===== src/pkg/mcpwm_consts.vh =====
`ifndef MCPWM_CONSTS_VH
`define MCPWM_CONSTS_VH

// ==========================================================
// Sizes
`define MCPWM_NCH          12
`define MCPWM_DUTY_W       11
`define MCPWM_CTRL_W       6
`define MCPWM_DIV_W        8

// ==========================================================
// Register byte offsets (aligned words) and their word indices
`define MCPWM_ADR_GLOBAL   8'h00
`define MCPWM_ADR_STATUS   8'h04
`define MCPWM_ADR_CTRL0    8'h40
`define MCPWM_ADR_DUTY0    8'h80
`define MCPWM_IDX_CTRL0    6'h10
`define MCPWM_IDX_DUTY0    6'h20

// ==========================================================
// Global register fields
`define MCPWM_G_FAST       0
`define MCPWM_G_DITHER     1
`define MCPWM_G_DIV_LO     8
`define MCPWM_G_DIV_HI     15

// ==========================================================
// Channel control fields
`define MCPWM_C_ALIGN_LO   0
`define MCPWM_C_ALIGN_HI   1
`define MCPWM_C_MODE_LO    2
`define MCPWM_C_MODE_HI    3
`define MCPWM_C_FREEWHEEL  4
`define MCPWM_C_SIGN       5

// ==========================================================
// Alignment codes
`define MCPWM_AL_OFF       2'h0
`define MCPWM_AL_LEFT      2'h1
`define MCPWM_AL_RIGHT     2'h2
`define MCPWM_AL_CENTER    2'h3

// ==========================================================
// Output mode codes
`define MCPWM_OM_HALF_M    2'h0
`define MCPWM_OM_HALF_P    2'h1
`define MCPWM_OM_FULL      2'h2
`define MCPWM_OM_DUAL      2'h3

// ==========================================================
// Counter tops and reset values
`define MCPWM_TOP_11       11'h7ff
`define MCPWM_TOP_10       11'h3ff
`define MCPWM_TOP_7        11'h07f
`define MCPWM_CNT_ZERO     11'h000
`define MCPWM_CNT_ONE      11'h001
`define MCPWM_DIV_RST      8'h00
`define MCPWM_DIV_ZERO     8'h00
`define MCPWM_DIV_ONE      8'h01

`endif


===== src/design/mcpwm_prescale.v =====
`timescale 1ns/1ps
`default_nettype none
`include "mcpwm_consts.vh"

module mcpwm_prescale (
    // Clock and reset
    input  wire                     clk_i,
    input  wire                     rst_i,
    // Divide setting: tick every div_i+1 clocks
    input  wire [`MCPWM_DIV_W-1:0]  div_i,
    // Counter enable pulse
    output reg                      tick_o
);

    reg [`MCPWM_DIV_W-1:0] cnt_reg;

    // ==========================================================
    // Divider
    always @(posedge clk_i) begin
        if (rst_i) begin
            cnt_reg <= `MCPWM_DIV_ZERO;
            tick_o  <= 1'b0;
        end else if (cnt_reg >= div_i) begin
            cnt_reg <= `MCPWM_DIV_ZERO;
            tick_o  <= 1'b1;
        end else begin
            cnt_reg <= cnt_reg + `MCPWM_DIV_ONE;
            tick_o  <= 1'b0;
        end
    end

endmodule
`default_nettype wire


===== src/design/mcpwm_channel.v =====
`timescale 1ns/1ps
`default_nettype none
`include "mcpwm_consts.vh"

module mcpwm_channel (
    // Clock and reset
    input  wire                      clk_i,
    input  wire                      rst_i,
    // Count enable
    input  wire                      tick_i,
    // Global settings
    input  wire                      fast_i,
    input  wire                      dither_i,
    // Channel settings
    input  wire [1:0]                align_i,
    input  wire [`MCPWM_DUTY_W-1:0]  duty_i,
    // Duty window flag
    output wire                      active_o
);

    reg  [`MCPWM_DUTY_W-1:0] cnt_reg;
    reg  [`MCPWM_DUTY_W-1:0] duty_reg;
    reg                      down_reg;
    reg                      phase_reg;
    reg  [`MCPWM_DUTY_W-1:0] top;
    reg  [`MCPWM_DUTY_W-1:0] duty_eff;
    reg                      act;
    wire                     enabled = (align_i != `MCPWM_AL_OFF);

    // Counter top and effective duty per resolution
    always @* begin
        if (fast_i) begin
            top      = `MCPWM_TOP_7;
            duty_eff = {4'h0, duty_reg[6:0]};
        end else if (dither_i) begin
            top      = `MCPWM_TOP_10;
            duty_eff = {1'b0, duty_reg[10:1]}
                     + {10'h000, duty_reg[0] & phase_reg};
        end else begin
            top      = `MCPWM_TOP_11;
            duty_eff = duty_reg;
        end
    end

    // Duty window per alignment
    always @* begin
        case (align_i)
            `MCPWM_AL_LEFT:   act = (cnt_reg < duty_eff);
            `MCPWM_AL_RIGHT:  act = ((top - cnt_reg) < duty_eff);
            `MCPWM_AL_CENTER: act = (cnt_reg < duty_eff);
            default:          act = 1'b0;
        endcase
    end

    assign active_o = act;

    // ==========================================================
    // Period counter, duty reloaded at each period start
    always @(posedge clk_i) begin
        if (rst_i) begin
            cnt_reg   <= `MCPWM_CNT_ZERO;
            duty_reg  <= `MCPWM_CNT_ZERO;
            down_reg  <= 1'b0;
            phase_reg <= 1'b0;
        end else if (!enabled) begin
            cnt_reg   <= `MCPWM_CNT_ZERO;
            duty_reg  <= duty_i;
            down_reg  <= 1'b0;
        end else if (tick_i) begin
            if (align_i == `MCPWM_AL_CENTER) begin
                if (!down_reg) begin
                    if (cnt_reg >= top) begin
                        down_reg <= 1'b1;
                        cnt_reg  <= cnt_reg - `MCPWM_CNT_ONE;
                    end else begin
                        cnt_reg  <= cnt_reg + `MCPWM_CNT_ONE;
                    end
                end else if (cnt_reg <= `MCPWM_CNT_ONE) begin
                    cnt_reg   <= `MCPWM_CNT_ZERO;
                    down_reg  <= 1'b0;
                    duty_reg  <= duty_i;
                    phase_reg <= ~phase_reg;
                end else begin
                    cnt_reg  <= cnt_reg - `MCPWM_CNT_ONE;
                end
            end else if (cnt_reg >= top) begin
                cnt_reg   <= `MCPWM_CNT_ZERO;
                duty_reg  <= duty_i;
                phase_reg <= ~phase_reg;
                down_reg  <= 1'b0;
            end else begin
                cnt_reg  <= cnt_reg + `MCPWM_CNT_ONE;
                down_reg <= 1'b0;
            end
        end
    end

endmodule
`default_nettype wire


===== src/design/mcpwm_top.v =====
// The implementer's own choices: the placing of the registers and register access over Wishbone.
`timescale 1ns/1ps
`default_nettype none
`include "mcpwm_consts.vh"

// How it works
// - Global fast bit clear gives 11-bit resolution, set gives 7-bit.
// - Global dither bit applies dithering to every channel or none.
// - Twelve channels, each driving a minus and a plus pin, 24 pins.
// - Per-channel 10/11-bit counter; dither yields effective 11-bit duty.
// - In fast mode one byte write updates a channel's whole duty.
// - Each channel picks left, right or center via its alignment field.
// - Minus pin PWM with plus pin held high gives positive coil current.
// - Dual full H-bridge only if both pair channels enabled and mode 11.
// - A lone mode-11 channel runs full H-bridge, its partner as set.
// - Left aligned period starts active: low if freewheel 0, else high.
// - Left aligned goes inactive after duty counts, opposite level.
module mcpwm_top (
    // Clock and reset
    input  wire                   clk_i,
    input  wire                   rst_i,
    // Wishbone slave
    input  wire                   wb_cyc_i,
    input  wire                   wb_stb_i,
    input  wire                   wb_we_i,
    input  wire [7:0]             wb_adr_i,
    input  wire [3:0]             wb_sel_i,
    input  wire [31:0]            wb_dat_i,
    output reg  [31:0]            wb_dat_o,
    output reg                    wb_ack_o,
    // Coil pins, index 2*(motor-1)+coil
    output reg  [`MCPWM_NCH-1:0]  coil_minus_o,
    output reg  [`MCPWM_NCH-1:0]  coil_plus_o
);

    // ==========================================================
    // Register storage
    reg                       fast_reg;
    reg                       jitter_spread_enable_reg;
    reg  [`MCPWM_DIV_W-1:0]   div_reg;
    reg  [`MCPWM_CTRL_W-1:0]  ctrl_reg [0:`MCPWM_NCH-1];
    reg  [`MCPWM_DUTY_W-1:0]  duty_reg [0:`MCPWM_NCH-1];

    wire                      tick;
    wire [`MCPWM_NCH-1:0]     active;
    wire [`MCPWM_NCH-1:0]     minus_next;
    wire [`MCPWM_NCH-1:0]     plus_next;

    // Bus decode
    wire       req      = wb_cyc_i & wb_stb_i & ~wb_ack_o;
    wire       wr       = req & wb_we_i;
    wire [5:0] word     = wb_adr_i[7:2];
    wire [5:0] ctrl_off = word - `MCPWM_IDX_CTRL0;
    wire [5:0] duty_off = word - `MCPWM_IDX_DUTY0;
    wire       in_ctrl  = (wb_adr_i >= `MCPWM_ADR_CTRL0)
                        && (ctrl_off < `MCPWM_NCH);
    wire       in_duty  = (wb_adr_i >= `MCPWM_ADR_DUTY0)
                        && (duty_off < `MCPWM_NCH);
    wire [3:0] ctrl_idx = ctrl_off[3:0];
    wire [3:0] duty_idx = duty_off[3:0];
    wire       wr_global = wr && (wb_adr_i[7:2] == `MCPWM_ADR_GLOBAL >> 2);

    reg  [31:0] rd_data;
    integer     i;

    // ==========================================================
    // Global register writes
    always @(posedge clk_i) begin
        if (rst_i) begin
            fast_reg                 <= 1'b0;
            jitter_spread_enable_reg <= 1'b0;
            div_reg                  <= `MCPWM_DIV_RST;
        end else if (wr_global) begin
            if (wb_sel_i[0]) begin
                fast_reg <= wb_dat_i[`MCPWM_G_FAST];
                jitter_spread_enable_reg <=
                    wb_dat_i[`MCPWM_G_DITHER];
            end
            if (wb_sel_i[1]) begin
                div_reg <= wb_dat_i[`MCPWM_G_DIV_HI:`MCPWM_G_DIV_LO];
            end
        end
    end

    // ==========================================================
    // Channel register writes, one process for the whole array
    always @(posedge clk_i) begin
        for (i = 0; i < `MCPWM_NCH; i = i + 1) begin
            if (rst_i) begin
                ctrl_reg[i] <= {`MCPWM_CTRL_W{1'b0}};
                duty_reg[i] <= {`MCPWM_DUTY_W{1'b0}};
            end else if (wr) begin
                if (in_ctrl && ctrl_idx == i && wb_sel_i[0]) begin
                    ctrl_reg[i] <= wb_dat_i[`MCPWM_CTRL_W-1:0];
                end
                if (in_duty && duty_idx == i) begin
                    if (wb_sel_i[0]) begin
                        duty_reg[i][7:0] <= wb_dat_i[7:0];
                    end
                    if (wb_sel_i[1]) begin
                        duty_reg[i][10:8] <= wb_dat_i[10:8];
                    end
                end
            end
        end
    end

    // ==========================================================
    // Count enable shared by all channels
    mcpwm_prescale u_prescale (
        .clk_i  (clk_i),
        .rst_i  (rst_i),
        .div_i  (div_reg),
        .tick_o (tick)
    );

    // ==========================================================
    // Per-channel registers, counters and pin mapping
    genvar g;
    generate
        for (g = 0; g < `MCPWM_NCH; g = g + 1) begin : g_ch
            wire [1:0] align     = ctrl_reg[g][`MCPWM_C_ALIGN_HI:
                                               `MCPWM_C_ALIGN_LO];
            wire [1:0] mode      = ctrl_reg[g][`MCPWM_C_MODE_HI:
                                               `MCPWM_C_MODE_LO];
            wire [1:0] p_align   = ctrl_reg[g ^ 1][`MCPWM_C_ALIGN_HI:
                                                   `MCPWM_C_ALIGN_LO];
            wire [1:0] p_mode    = ctrl_reg[g ^ 1][`MCPWM_C_MODE_HI:
                                                   `MCPWM_C_MODE_LO];
            wire       freewheel = ctrl_reg[g][`MCPWM_C_FREEWHEEL];
            wire       sign      = ctrl_reg[g][`MCPWM_C_SIGN];
            wire       p_fw      = ctrl_reg[g ^ 1][`MCPWM_C_FREEWHEEL];
            wire       p_sign    = ctrl_reg[g ^ 1][`MCPWM_C_SIGN];
            wire       en        = (align != `MCPWM_AL_OFF);
            // Pair qualifies only when both sides enabled and ask for 11
            wire       dual      = en && (p_align != `MCPWM_AL_OFF)
                                 && (mode == `MCPWM_OM_DUAL)
                                 && (p_mode == `MCPWM_OM_DUAL);
            // Odd channel of a dual pair follows the even channel
            wire       follow    = dual && (g % 2 == 1);
            // Active level follows freewheel select
            wire       wave      = follow
                                 ? (active[g ^ 1] ? p_fw : ~p_fw)
                                 : (active[g] ? freewheel
                                              : ~freewheel);
            wire       dir       = follow ? p_sign : sign;
            reg        m_n;
            reg        p_n;

            // Counter and duty window
            mcpwm_channel u_ch (
                .clk_i    (clk_i),
                .rst_i    (rst_i),
                .tick_i   (tick),
                .fast_i   (fast_reg),
                .dither_i (jitter_spread_enable_reg),
                .align_i  (align),
                .duty_i   (duty_reg[g]),
                .active_o (active[g])
            );

            // Pin levels per output mode
            always @* begin
                m_n = 1'b0;
                p_n = 1'b0;
                if (en) begin
                    case (mode)
                        `MCPWM_OM_HALF_M: begin
                            m_n = wave;
                        end
                        `MCPWM_OM_HALF_P: begin
                            p_n = wave;
                        end
                        // Lone mode 11 falls back to full bridge
                        default: begin
                            if (!dir) begin
                                m_n = wave;
                                p_n = 1'b1;
                            end else begin
                                m_n = 1'b1;
                                p_n = wave;
                            end
                        end
                    endcase
                end
            end

            assign minus_next[g] = m_n;
            assign plus_next[g]  = p_n;
        end
    endgenerate

    // ==========================================================
    // Pin flip-flops
    always @(posedge clk_i) begin
        if (rst_i) begin
            coil_minus_o <= {`MCPWM_NCH{1'b0}};
            coil_plus_o  <= {`MCPWM_NCH{1'b0}};
        end else begin
            coil_minus_o <= minus_next;
            coil_plus_o  <= plus_next;
        end
    end

    // ==========================================================
    // Read mux
    always @* begin
        rd_data = 32'h0000_0000;
        if (wb_adr_i[7:2] == `MCPWM_ADR_GLOBAL >> 2) begin
            rd_data[`MCPWM_G_FAST]   = fast_reg;
            rd_data[`MCPWM_G_DITHER] = jitter_spread_enable_reg;
            rd_data[`MCPWM_G_DIV_HI:`MCPWM_G_DIV_LO] = div_reg;
        end else if (wb_adr_i[7:2] == `MCPWM_ADR_STATUS >> 2) begin
            rd_data[23:0] = {coil_plus_o, coil_minus_o};
        end else if (in_ctrl) begin
            rd_data[`MCPWM_CTRL_W-1:0] = ctrl_reg[ctrl_idx];
        end else if (in_duty) begin
            rd_data[`MCPWM_DUTY_W-1:0] = duty_reg[duty_idx];
        end
    end

    // ==========================================================
    // Bus answer, one wait state, unmapped reads give zero
    always @(posedge clk_i) begin
        if (rst_i) begin
            wb_ack_o <= 1'b0;
            wb_dat_o <= 32'h0000_0000;
        end else begin
            wb_ack_o <= req;
            if (req && !wb_we_i) begin
                wb_dat_o <= rd_data;
            end
        end
    end

endmodule
`default_nettype wire


===== config.mk =====
export PLATFORM = sky130hd
export DESIGN_NAME = mcpwm_top
export DESIGN_NICKNAME = d
export VERILOG_FILES = /design/src/design/mcpwm_prescale.v /design/src/design/mcpwm_channel.v /design/src/design/mcpwm_top.v
export VERILOG_INCLUDE_DIRS = /design/src /design/src/pkg
export SDC_FILE = /design/constraint.sdc
export NUM_CORES = 2
export LEC_CHECK = 0
export BUFFER_PORTS_ARGS = -buffer_cell sky130_fd_sc_hd__buf_2
export CAP_MARGIN = 0
export CORE_UTILIZATION = 47
export DETAILED_ROUTE_END_ITERATION = 8
export PLACE_DENSITY = 0.74
export SETUP_SLACK_MARGIN = 0.1
export SYNTH_ARGS = -nofsm -noshare
export SYNTH_HDL_FRONTEND = slang
export SYNTH_SLANG_ARGS = --single-unit

===== constraint.sdc =====
create_clock -name clk_i -period 6.9 [get_ports clk_i]
set_input_delay 1.725 -clock clk_i [delete_from_list [all_inputs] [get_ports clk_i]]
set_output_delay 1.725 -clock clk_i [all_outputs]
set_load 0.05 [all_outputs]

==> impl_metrics.py <==
metrics = {
    "worst_setup_path": {
        "critPathMaxStageDelay_ps": 1190,
        "crit_required_ps": 7410,
        "cp_num_buf_inv": 1,
        "worst-path-max-fanout": 46,
        "path_common_cell": "o21ai_0",
        "worstSetupEndpointType": "register",
        "critical-path-slowest-cell": "nand2_2",
        "cp-start-kind": "register",
        "cp_top_family": "simple AND/OR/NAND/NOR gates",
        "critPathKind": "reg2reg",
        "crit_chain": "clkinv_2, nand2_2, o21ai_0, a22oi_1, ha_1, nand2b_1, nor4_1, o21ai_0, o2111ai_1, o22a_2, mux2_4, o32ai_1",
        "arrival_ps": 5750,
    },
    "cells_and_area": {
        "nFillCells": 7901,
        "layout.nets": 4963,
        "area_growth_pct": 7.94,
        "drive_gt1_frac": 0.0768,
    },
    "logic_synthesis": {
        "synthTopCellsByCount": "463 x nor2_1, 369 x ha_1, 356 x dfxtp_1",
        "yosysTopAreaCell": "dfxtp_1",
        "synth_warnings": 0,
        "synth_adder_area_share": 0.120,
        "yosys-top-cells-area": "dfxtp_1 18%, edfxtp_1 15%, ha_1 11%",
        "synthFlopType": "dfxtp_1",
        "syn_inst": 4610,
        "async_flop_share": 0,
        "avgSynthCellArea_um2": 8.75,
        "yosysUniqueCellTypes": 103,
        "synth_edf_count": 204,
        "synth_xor_area_frac": 0.0256,
        "syn_area_um2": 40300,
        "synth_most_common_cell": "nor2_1",
        "synth_simple_gate_area_frac": 0.204,
        "synth_top_cell_area_share": 0.177,
        "synth_compound_area_frac": 0.194,
        "yosys-mux-area-fraction": 0.0757,
        "synth-seq-area-share": 0.329,
        "synth-seq-cells": 560,
        "synth_top_family_by_area": "simple AND/OR/NAND/NOR gates",
    },
    "timing": {
        "skew_ps": 29.7,
        "hold_viol": 0,
        "worst_pin_slew_ps": 1200,
        "max_freq_mhz": 191,
        "slew_headroom": 0.199,
        "finalSetupViolations": 0,
        "tns_ps": 0,
        "rsz0062_at_grt": "false",
        "hold_ws_ps": 481,
        "finalMaxSlewViolations": 0,
        "fin_crit_ps": 5230,
        "finalCritPeriodShare": 0.759,
    },
    "clocking": {
        "cts-resized-gates": 0,
        "clk_latency_ps": 630,
        "path_clk_slew_ps": 60,
        "htreeDepth": 3,
        "cts_tree": "built",
        "cts.hold.buffers_added": 0,
        "clock_sinks": 560,
        "cts.path.max_buffers": 3,
        "cts_buffers": 68,
        "cts_root_buf": "clkbuf_16",
        "cts_setup_buffers": 0,
    },
    "detailed_routing": {
        "drtIter0Drc": 3653,
        "wl_per_cell_um": 20.2,
        "wirelength_um": 116000,
        "vias": 35380,
        "drtPass1Iterations": 6,
        "postRouteAntennaNets": 0,
        "viasPerCell": 6.17,
        "post-route-drc-count": 0,
    },
    "floorplan": {
        "die_h_um": 295,
        "ios": 106,
        "core_um2": 85100,
        "die_x_um": 295,
        "fp.dieArea_um2": 87000,
        "row_count": 107,
        "start_util": 0.474,
    },
    "pwr": {
        "leakage_nw": 16.1,
        "peakVddDrop_mv": 0.185,
        "power_density_nw_per_um2": 191,
    },
    "outcome": {
        "status": "finished, final reports clean",
    },
    "job": {
        "maxCapViolCount": 0,
    },
    "hold_path": {
        "hold_path_class": "reg2reg",
    },
    "grt": {
        "grt_usage": 0.262,
        "antenna_found_initial": 8,
        "grt_pass1_wl_um": 182000,
        "overflow": 0,
        "grt_max_degree": 135,
        "grt_pass1_vias": 32434,
    },
    "placed_design": {
        "hpwl_um": 83100,
        "gp_congestion": 0.972,
        "place.port_buffers": 77,
    },
}
==> path summary, 6_finish.rpt <==
kind | startpoint | to | slack (ps) | cells after the start
setup reg to reg | fast_reg | coil_minus_o[10] | 1670 | 12
hold / removal | div_reg[3] | div_reg[3] | 480 | 2
setup / recovery | fast_reg | coil_minus_o[10] | 1670 | 12
hold reg to reg | div_reg[3] | div_reg[3] | 480 | 2
==> metal layers <==
| layer | vias to the layer above | part of all wire | GRT usage |
|---|---|---|---|
| li1 | 16742 | - | - |
| met1 | 16804 | 0.42 | 0.357 |
| met2 | 1597 | 0.45 | 0.409 |
| met3 | 233 | 0.10 | 0.0613 |
| met4 | 4 | 0.030 | 0.0824 |
| met5 | - | 0.00017 | 0 |
==> worst min-delay path, stage by stage (launching register included) <==
cell and delay [ps]:
dfxtp_1 330, nand2_1 60, a21oi_1 50
==> cell families (layout without fill, tap and decap cells) <==
family	count (synthesis)	count (layout)
XOR/XNOR	118	118
multiplexers	239	239
other	1	15
flip-flops	560	560
adder cells (fa/ha/maj)	381	381
AO/OA/AOI/OAI	1164	1164
AND/OR/NAND/NOR	1648	1648
buffers and inverters	499	468
==> report_power, final <==
group	switching [mW]	internal (mW)	total, mW
Sequential	0.170	3.53	3.70
Clock	1.51	2.16	3.67
Combinational	0.591	0.346	0.936
==> per-stage QoR <==
stage | instance area, um^2 | total power, mW | instances | util | setup WS (ps)
6_report | 43500 | 8.31 | 5737 | 0.511 | 1670
5_1_grt | 43500 | 8.57 | 5733 | 0.511 | 1290
4_1_cts | 43500 | 8.32 | 5730 | 0.511 | 1730
3_5_place_dp | 41300 | 4.67 | 5607 | 0.485 | 1720
3_3_place_gp | 41300 | 4.65 | 5607 | 0.485 | 1810
2_1_floorplan | 40400 | 4.40 | 4617 | - | 2140
==> final cells by class <==
cell class,count,area [um^2],area share
multi-input cells,3558,25100,0.575
flip-flops and latches,560,13300,0.305
clock buffers,89,1870,0.0430
well taps,1144,1430,0.0329
inverters,246,925,0.0212
repair buffers,99,599,0.0138
clock inverters,34,377,0.00865
diodes,7,17.5,0.000402
==> layout by cell type, fill, tap and decap left out, types with 51 or more instances in the layout <==
cell type / n
a211oi_1: 55
nor2_1: 462
nand4_1: 71
mux4_2: 51
inv_1: 244
ha_1: 369
o21ai_0: 247
and3_1: 60
o21bai_1: 52
clkbuf_16: 70
and2_1: 186
nand3_1: 199
a21oi_1: 292
nor3_1: 114
xnor2_1: 104
nand2_1: 315
buf_2: 75
nor2b_1: 53
mux2i_1: 178
a21o_1: 88
dfxtp_1: 353
edfxtp_1: 204
Power figures use the tool's default switching activity.
